===== src/shared/pcei_params.svh =====
// Constants for the pin edge-change interrupt block.
// Assumes one 125 MHz clock and an 8-pin monitored port.
`ifndef PCEI_PARAMS_SVH
`define PCEI_PARAMS_SVH

// -----------------------------------------------------------------------------
// Widths
// -----------------------------------------------------------------------------
`define PCEI_PINS      8
`define PCEI_AW        4
`define PCEI_DW        8

// -----------------------------------------------------------------------------
// Register offsets
// -----------------------------------------------------------------------------
`define PCEI_OFS_CTRL  4'h0
`define PCEI_OFS_RISE  4'h1
`define PCEI_OFS_FALL  4'h2
`define PCEI_OFS_FLAG  4'h3
`define PCEI_OFS_STAT  4'h4
`define PCEI_OFS_MASK  4'h5

// -----------------------------------------------------------------------------
// Field positions and reset values
// -----------------------------------------------------------------------------
`define PCEI_CTRL_MEN  0
`define PCEI_CTRL_SUM  1
`define PCEI_CTRL_SLP  2
`define PCEI_STAT_EDGE 0
`define PCEI_STAT_WAKE 1
`define PCEI_RST_BYTE  8'h00
`define PCEI_RST_STAT  2'h0

`endif


===== src/shared/pcei_pkg.sv =====
// Types for the pin edge-change interrupt block.
// Assumes the constants header is included where the widths are needed.
`include "pcei_params.svh"

package pcei_pkg;

  // Power state: one bit, so Gray by construction
  typedef enum logic [0:0]
  {
    PCEI_RUN   = 1'b0,
    PCEI_SLEEP = 1'b1
  } pcei_pwr_t;

  typedef logic [`PCEI_PINS-1:0] pcei_pins_t;

endpackage


===== src/hdl/pcei_edge.sv =====
// Pin synchroniser and edge detector for the monitored port.
// Assumes pins are asynchronous to clk_i.
`timescale 1ns/1ps
`include "pcei_params.svh"

module pcei_edge
(
  input  wire logic                   clk_i,
  input  wire logic                   rst_i,
  input  wire logic [`PCEI_PINS-1:0]  pin_i,
  output logic      [`PCEI_PINS-1:0]  rise_o,
  output logic      [`PCEI_PINS-1:0]  fall_o
);

  logic [`PCEI_PINS-1:0] meta;
  logic [`PCEI_PINS-1:0] sync;
  logic [`PCEI_PINS-1:0] prev;

  // ---------------------------------------------------------------------------
  // Per-pin detector
  // ---------------------------------------------------------------------------
  genvar g;
  generate
    for (g = 0; g < `PCEI_PINS; g = g + 1)
    begin : g_pin
      logic next_meta;
      logic next_sync;
      logic next_prev;

      // The second and third stages feed the edge compare; the first stage only feeds the second
      always_comb
      begin
        next_meta = pin_i[g];
        next_sync = meta[g];
        next_prev = sync[g];
      end

      always_ff @(posedge clk_i or posedge rst_i)
      begin
        if (rst_i)
        begin
          meta[g] <= 1'b0;
          sync[g] <= 1'b0;
          prev[g] <= 1'b0;
        end
        else
        begin
          meta[g] <= next_meta;
          sync[g] <= next_sync;
          prev[g] <= next_prev;
        end
      end

      // Compare current and previous sample
      assign rise_o[g] = sync[g] & ~prev[g];
      assign fall_o[g] = ~sync[g] & prev[g];
    end
  endgenerate

endmodule


===== src/hdl/pcei_top.sv =====
// Pin edge-change interrupt block with its register port.
// Assumes a single-cycle register master on clk_i and async port pins.
`timescale 1ns/1ps
`include "pcei_params.svh"

module pcei_top
(
  input  wire logic                   clk_i,
  input  wire logic                   rst_i,
  input  wire logic [`PCEI_PINS-1:0]  port_pin_i,
  input  wire logic [`PCEI_AW-1:0]    addr_i,
  input  wire logic [`PCEI_DW-1:0]    wdata_i,
  input  wire logic                   wr_i,
  input  wire logic                   rd_i,
  output logic      [`PCEI_DW-1:0]    rdata_o,
  output logic                        irq_o,
  output logic                        sleep_o,
  output logic                        wake_o
);

  // ---------------------------------------------------------------------------
  // Decode helper
  // ---------------------------------------------------------------------------
  function automatic logic hit
  (
    input logic              strobe,
    input logic [`PCEI_AW-1:0] a,
    input logic [`PCEI_AW-1:0] ofs
  );
    hit = strobe && (a == ofs);
  endfunction

  // ---------------------------------------------------------------------------
  // Edge detection
  // ---------------------------------------------------------------------------
  pcei_pkg::pcei_pins_t rise;
  pcei_pkg::pcei_pins_t fall;
  pcei_pkg::pcei_pins_t ev;

  pcei_edge u_edge
  (
    .clk_i  (clk_i),
    .rst_i  (rst_i),
    .pin_i  (port_pin_i),
    .rise_o (rise),
    .fall_o (fall)
  );

  // ---------------------------------------------------------------------------
  // Configuration and flags
  // ---------------------------------------------------------------------------
  logic                 master_en;
  pcei_pkg::pcei_pins_t rise_en;
  pcei_pkg::pcei_pins_t fall_en;
  pcei_pkg::pcei_pins_t flag;
  logic [1:0]           stat;
  logic [1:0]           mask;
  logic                 next_master_en;
  pcei_pkg::pcei_pins_t next_rise_en;
  pcei_pkg::pcei_pins_t next_fall_en;
  pcei_pkg::pcei_pins_t next_flag;
  logic [1:0]           next_stat;
  logic [1:0]           next_mask;
  logic                 summary;
  logic                 waking;

  // Each detector has its own enable; both may be armed together
  assign ev      = (rise & rise_en) | (fall & fall_en);
  assign summary = |flag;

  // Register writes, with hardware sets winning over software clears
  always_comb
  begin
    next_master_en = master_en;
    next_rise_en   = rise_en;
    next_fall_en   = fall_en;
    next_mask      = mask;
    next_flag      = flag;
    next_stat      = stat;
    if (hit(wr_i, addr_i, `PCEI_OFS_CTRL))
      next_master_en = wdata_i[`PCEI_CTRL_MEN];
    if (hit(wr_i, addr_i, `PCEI_OFS_RISE))
      next_rise_en = wdata_i;
    if (hit(wr_i, addr_i, `PCEI_OFS_FALL))
      next_fall_en = wdata_i;
    if (hit(wr_i, addr_i, `PCEI_OFS_MASK))
      next_mask = wdata_i[1:0];
    // Writing one leaves a flag alone, so only zeros clear
    if (hit(wr_i, addr_i, `PCEI_OFS_FLAG))
      next_flag = flag & wdata_i;
    next_flag = next_flag | ev;
    // Status is cleared by reading it; a new event in that cycle survives
    if (hit(rd_i, addr_i, `PCEI_OFS_STAT))
      next_stat = `PCEI_RST_STAT;
    next_stat[`PCEI_STAT_EDGE] = next_stat[`PCEI_STAT_EDGE] | (|ev);
    next_stat[`PCEI_STAT_WAKE] = next_stat[`PCEI_STAT_WAKE] | waking;
  end

  always_ff @(posedge clk_i or posedge rst_i)
  begin
    if (rst_i)
    begin
      master_en <= 1'b0;
      rise_en   <= `PCEI_RST_BYTE;
      fall_en   <= `PCEI_RST_BYTE;
      flag      <= `PCEI_RST_BYTE;
      stat      <= `PCEI_RST_STAT;
      mask      <= `PCEI_RST_STAT;
    end
    else
    begin
      master_en <= next_master_en;
      rise_en   <= next_rise_en;
      fall_en   <= next_fall_en;
      flag      <= next_flag;
      stat      <= next_stat;
      mask      <= next_mask;
    end
  end

  // ---------------------------------------------------------------------------
  // Sleep and wake-up
  // ---------------------------------------------------------------------------
  pcei_pkg::pcei_pwr_t pwr;
  pcei_pkg::pcei_pwr_t next_pwr;
  logic                next_wake;

  // Flags load on the same edge that leaves sleep, so they are ready first
  assign waking = (pwr == pcei_pkg::PCEI_SLEEP) && master_en && (|ev);

  always_comb
  begin
    next_pwr  = pwr;
    next_wake = 1'b0;
    unique case (pwr)
      pcei_pkg::PCEI_RUN:
      begin
        if (hit(wr_i, addr_i, `PCEI_OFS_CTRL) && wdata_i[`PCEI_CTRL_SLP])
          next_pwr = pcei_pkg::PCEI_SLEEP;
      end
      pcei_pkg::PCEI_SLEEP:
      begin
        if (waking)
        begin
          next_pwr  = pcei_pkg::PCEI_RUN;
          next_wake = 1'b1;
        end
      end
    endcase
  end

  always_ff @(posedge clk_i or posedge rst_i)
  begin
    if (rst_i)
    begin
      pwr    <= pcei_pkg::PCEI_RUN;
      wake_o <= 1'b0;
    end
    else
    begin
      pwr    <= next_pwr;
      wake_o <= next_wake;
    end
  end

  // ---------------------------------------------------------------------------
  // Read data, interrupt and sleep outputs
  // ---------------------------------------------------------------------------
  logic [`PCEI_DW-1:0] next_rdata;
  logic                next_irq;

  // Read data only stand in the cycle after the strobe
  always_comb
  begin
    next_rdata = `PCEI_RST_BYTE;
    if (rd_i)
    begin
      unique case (addr_i)
        `PCEI_OFS_CTRL:
        begin
          next_rdata[`PCEI_CTRL_MEN] = master_en;
          next_rdata[`PCEI_CTRL_SUM] = summary;
          next_rdata[`PCEI_CTRL_SLP] = (pwr == pcei_pkg::PCEI_SLEEP);
        end
        `PCEI_OFS_RISE: next_rdata = rise_en;
        `PCEI_OFS_FALL: next_rdata = fall_en;
        `PCEI_OFS_FLAG: next_rdata = flag;
        `PCEI_OFS_STAT: next_rdata[1:0] = stat;
        `PCEI_OFS_MASK: next_rdata[1:0] = mask;
        default:        next_rdata = `PCEI_RST_BYTE;
      endcase
    end
  end

  // Master enable gates every interrupt; uses the next values to save a cycle
  always_comb
  begin
    next_irq = next_master_en && (|(next_stat & next_mask));
  end

  always_ff @(posedge clk_i or posedge rst_i)
  begin
    if (rst_i)
    begin
      rdata_o <= `PCEI_RST_BYTE;
      irq_o   <= 1'b0;
      sleep_o <= 1'b0;
    end
    else
    begin
      rdata_o <= next_rdata;
      irq_o   <= next_irq;
      sleep_o <= (next_pwr == pcei_pkg::PCEI_SLEEP);
    end
  end

  logic flag_wr;
  assign flag_wr = hit(wr_i, addr_i, `PCEI_OFS_FLAG);
endmodule


===== config.mk =====
export PLATFORM = sky130hd
export DESIGN_NAME = pcei_top
export DESIGN_NICKNAME = d
export VERILOG_FILES = /design/src/shared/pcei_pkg.sv /design/src/hdl/pcei_edge.sv /design/src/hdl/pcei_top.sv
export VERILOG_INCLUDE_DIRS = /design/src /design/src/shared
export SDC_FILE = /design/constraint.sdc
export NUM_CORES = 1
export LEC_CHECK = 0
export ABC_AREA = 1
export BUFFER_PORTS_ARGS = -buffer_cell sky130_fd_sc_hd__buf_4
export CORE_MARGIN = 2
export CORE_UTILIZATION = 52
export DETAILED_ROUTE_END_ITERATION = 7
export PLACE_DENSITY = 0.73
export SETUP_SLACK_MARGIN = 0.1
export SLEW_MARGIN = 20
export SYNTH_ARGS = -nofsm -noshare
export SYNTH_HDL_FRONTEND = slang
export SYNTH_SLANG_ARGS = --single-unit
export TNS_END_PERCENT = 100

===== constraint.sdc =====
create_clock -name clk_i -period 3.7 [get_ports clk_i]
set_input_delay 0.555 -clock clk_i [delete_from_list [all_inputs] [get_ports clk_i]]
set_output_delay 0.555 -clock clk_i [all_outputs]
set_load 0.005 [all_outputs]

# Word level (Yosys, flattened, before mapping)
# Index checks and enable logic that the tools add are counted.
# totals
ff_bits	64
output_inout_bits	11
ramBits	0
wordCells	107
rom_bits	0
memories	0
input_bits	24
latch_bits	0
# classes
n_div	0
n_bitwise	41
mul	0
muxes	13
n_lt_le_gt_ge	0
n_eq_ne	5
shifts	0
reduce_logical	14
add_sub_neg	0
# op_table
op	n
$and 8x8->8	3
$not 1->1	17
$and 1x1->1	16
$mux 8	2
$or 8x8->8	2
$reduce_or 8->1	2
$pmux 5 s3	1
$pmux 2 s6	1
$logic_and 1x1->1	10
$eq 4x2->1 const B	2
$eq 4x3->1 const B	2
$mux 1	5
$eq 4x1->1 const B	1
$logic_not 4->1	1
$mux 2	2
$pmux 1 s4	1
$and 2x2->2	1
$or 1x1->1	2
$pmux 1 s2	1
$reduce_or 2->1	1

# Longest topological paths before layout
# depth
ltp_word	10
depth_mapped	11
ltp_nobuf	11

# By module
# Synthesis repeated with hierarchy kept, for this count alone.
# unflattened
cells_unflattened	290
area_unflattened_um2	2636.3
# modules_own_cells
mod	instances	seq_area_each_um2	area_each_um2	cells_each
pcei_top	1	1001.0	1911.8	233
pcei_edge	1	600.6	724.4	57

# Worst setup path after synthesis
# No wires, ideal clock.
# synth_timing
path_type	input port to flip-flop
startpoint	in addr_i[3]
endpoint	reg fall_en[1]
cell_stages	7
required_ps	3582
t_arrival_ps	1272
n_path_buf	1
slack_ps	2310
setup_ps	118
cell_sequence	nor2_2 -> nand3_2 -> inv_2 -> nand2_4 -> buf_6 -> nand2_1 -> o21ai_2
# synth_between
elab_chain_cells	2
# synth_lines
item	line	text
start, declared	pcei_top.sv:11	input wire logic [`PCEI_AW-1:0] addr_i,
$eq 4x2->1	pcei_top.sv:30	hit = strobe && (a == ofs);
$logic_and 1x1->1	pcei_top.sv:30	
end signal, assigned	pcei_top.sv:105	fall_en <= `PCEI_RST_BYTE;
end signal, assigned	pcei_top.sv:114	fall_en <= next_fall_en;
end, declared	pcei_top.sv:54	pcei_pkg::pcei_pins_t fall_en;
# Every way passes these cells.
# A chain may end at the register's enable or synchronous reset.

# Final worst setup path
# layout_timing
startpoint	reg sleep_o
endpoint	out sleep_o
# layout_lines
item	line	text
start, declared	pcei_top.sv:17	output logic sleep_o,
start signal, assigned	pcei_top.sv:213	sleep_o <= (next_pwr == pcei_pkg::PCEI_SLEEP);
# No word-level cell between the ends.

==> impl_metrics.tcl <==
set metrics [dict create \
    drive_above_1_share_pct 24.9 \
    yosysWarnings 0 \
    clkPwrFrac_pct 32.4 \
    fin_crit_ns 1.47 \
    avgSynthCellArea_sq_um 9.36 \
    power.leakage_nw 1.73 \
    rsz0062_at_grt "no" \
    hold_buffers 0 \
    switching_share_pct 27.9 \
    final_common_cell "nand2_1" \
    finalCoreUtilization_pct 62.7 \
    total_power_w 0.00158 \
    grt_max_degree 42 \
    track_usage_pct 20.5 \
    drt_wl_total_um 5050 \
    syn_inst 285 \
    post_cts_buffers 0 \
    cp_slowest_cell "dfrtp_1" \
    holdWs_ns 0.323 \
    cp-end-kind "output pin" \
    fin_skew_ns 0.00944 \
    p_int_w 0.00114 \
    mappedNetlistArea_sq_mm 0.00267 \
    period_share_pct 39.7 \
    cp.depth 1 \
    finalInstanceArea_sq_mm 0.00316 \
    p_per_area_mw_per_mm2 499 \
    via_per_inst 4.72 \
    worst_slew_pin_slew_ns 0.847 \
    maxSlewViolCount 0 \
    finalNetCount 353 \
    dr_total_vias 1907 \
    diodes 0 \
    start_util_pct 52.9 \
    core_sq_mm 0.00504 \
    status "completed" \
    synth.net_count 309 \
    num_rows 26 \
    tns_ns 0 \
    die_area_sq_mm 0.00572 \
    seqPwrFrac_pct 53.3 \
    cp.required_ns 3.14 \
    comb_power_share_pct 14.3 \
    worstHoldPathCells 1 \
    placed_area_sq_mm 0.00300 \
    die_x_um 75.6 \
    layout_common_cells "nand2_1, dfrtp_1, inv_1" \
    antenna_left 0 \
    grt_pass1_wl_um 8250 \
    gp_routability_congestion 0.851 \
    reg2regPathDepth 10 \
    setup_viol 0 \
    worst_ep_arrival_time_ns 0.91 \
    ys_ff_latch 64 \
    cp-start-kind "register" \
    drv_cap 0 \
    gr-total-overflow 0 \
    cp_num_buf_inv 1 \
    p_sw_w 0.000440 \
    critPathKind "reg -> out" \
    synth_cell_types 25 \
    grt_pass1_vias 1767 \
    htree_num_levels 3 \
    wire_per_inst_um 12.5 \
    cts_root_buf "clkbuf_8" \
    yosysSeqAreaShare_pct 60.0 \
    synth_largest_area_cell "dfrtp_1" \
    cts_inserted_buffers 9 \
    drt_iter0_markers 141 \
    clock_sinks 64 \
    clk_pin_slew_worst_paths_ns 0.07 \
    worstPathCellList "buf_4" \
    hp-class "in -> reg" \
    vdd_drop_max_v 0.000271 \
    drtPass1Iterations 4 \
    path_max_fanout 4 \
    cts_tree "built" \
    antenna_found_initial 0 \
    numPortBuffers 34 \
    clk_path_buf_depth 2 \
    max_freq_mhz 681 \
    max_stage_delay_ns 0.42 \
    cts_resized 0 \
    synthToLayoutAreaGrowth_pct 18.5 \
    synth.area.top_cells "dfrtp_1, nand2_1, inv_1" \
    worstSkewPairLatency_ns 0.34 \
    die_y_um 75.6 \
    io_pins 35 \
    drc 0 \
    cpLargestDelayFamily "flip-flops" \
    dp_hpwl_um 3690 \
    hold_viol 0 \
    synth_top_area_share_pct 60.0 \
    slew_headroom_pct 43.5 \
]
-- cell families (layout without fill, tap and decap cells) --
family          count (synthesis)  after routing  share of synthesized area, %
compound gates                 45             45                          12.0
flops                          64             64                          60.0
buf+inv                        56            105                          8.44
simple gates                  120            120                          19.6
-- power groups by stage --
| stage | clock network, W | logic, W | registers (W) |
|---|---|---|---|
| 3_5_place_dp | 0 | 0.000228 | 0.000853 |
| 4_1_cts | 0.000524 | 0.000229 | 0.000840 |
| 3_3_place_gp | 0 | 0.000222 | 0.000852 |
| 5_1_grt | 0.000560 | 0.000262 | 0.000850 |
| 6_report | 0.000512 | 0.000226 | 0.000841 |
| 2_1_floorplan | 0 | 0.000146 | 0.000834 |
-- metal layers --
| metal | part of all wire (%) | GRT usage, % | vias to the layer above | wire, um |
|---|---|---|---|---|
| met1 | 48 | 28.7 | 882 | 2410 |
| met4 | 1.3 | 10.3 | 0 | 64 |
| met5 | 0 | 0 | - | 0 |
| met2 | 46 | 29.1 | 50 | 2340 |
| li1 | - | - | 969 | - |
| met3 | 4.7 | 6.35 | 6 | 238 |
-- through the flow --
stage / cells / worst slack (ns)
2_1_floorplan: 285 / 1.55
3_3_place_gp: 388 / 2.02
3_5_place_dp: 388 / 1.99
4_1_cts: 404 / 2.22
5_1_grt: 404 / 2.16
6_report: 404 / 2.23
-- cell usage after synthesis --
cell and instances:
nor2_1 7, o21ai_2 18, nand4_1 2, a211oi_1 1
o22ai_1 1, dfrtp_1 64, inv_2 4, nand3_1 3
a221oi_1 1, inv_1 50, nand3_2 2, a31oi_1 1
nand2_2 3, nor2_8 1, a21oi_1 3, nor2_2 2
nand2_4 2, buf_6 2, nand2_1 97, o211ai_1 4
o21ai_0 12, o221ai_1 1, o21ai_1 2, o2bb2ai_1 1
nor2_4 1
-- registers in the layout, summed over array words and instances, names as in the netlist --
register,cells
flag,8
fall_en,8
wake_o,1
irq_o,1
sleep_o,1
rdata_o,8
u_edge.g_pin.next_prev,8
stat,2
mask,2
u_edge.prev,8
master_en,1
rise_en,8
u_edge.g_pin.next_sync,8
-- cell type report --
type / instances / area, sq um
flip-flops and latches: 64 / 1600
clock buffers: 12 / 145
well taps: 70 / 87.6
fillers: 427 / 1880
multi-input cells: 165 / 842
clock inverters: 4 / 20.0
inverters: 54 / 203
repair buffers: 35 / 263
-- worst paths after layout --
check / start / endpoint / slack, ns
max in group asynchronous: rst_i / u_edge.prev[7] / 2.48
setup / recovery: sleep_o / sleep_o / 2.23
hold reg to reg: u_edge.g_pin[7].next_sync / u_edge.g_pin[7].next_prev / 0.35
hold / removal: port_pin_i[1] / u_edge.g_pin[1].next_sync / 0.32
min in group asynchronous: rst_i / u_edge.g_pin[0].next_prev / 0.40
setup reg to reg: fall_en[3] / irq_o / 2.29
No activity file was read; power rests on OpenSTA's default activity.
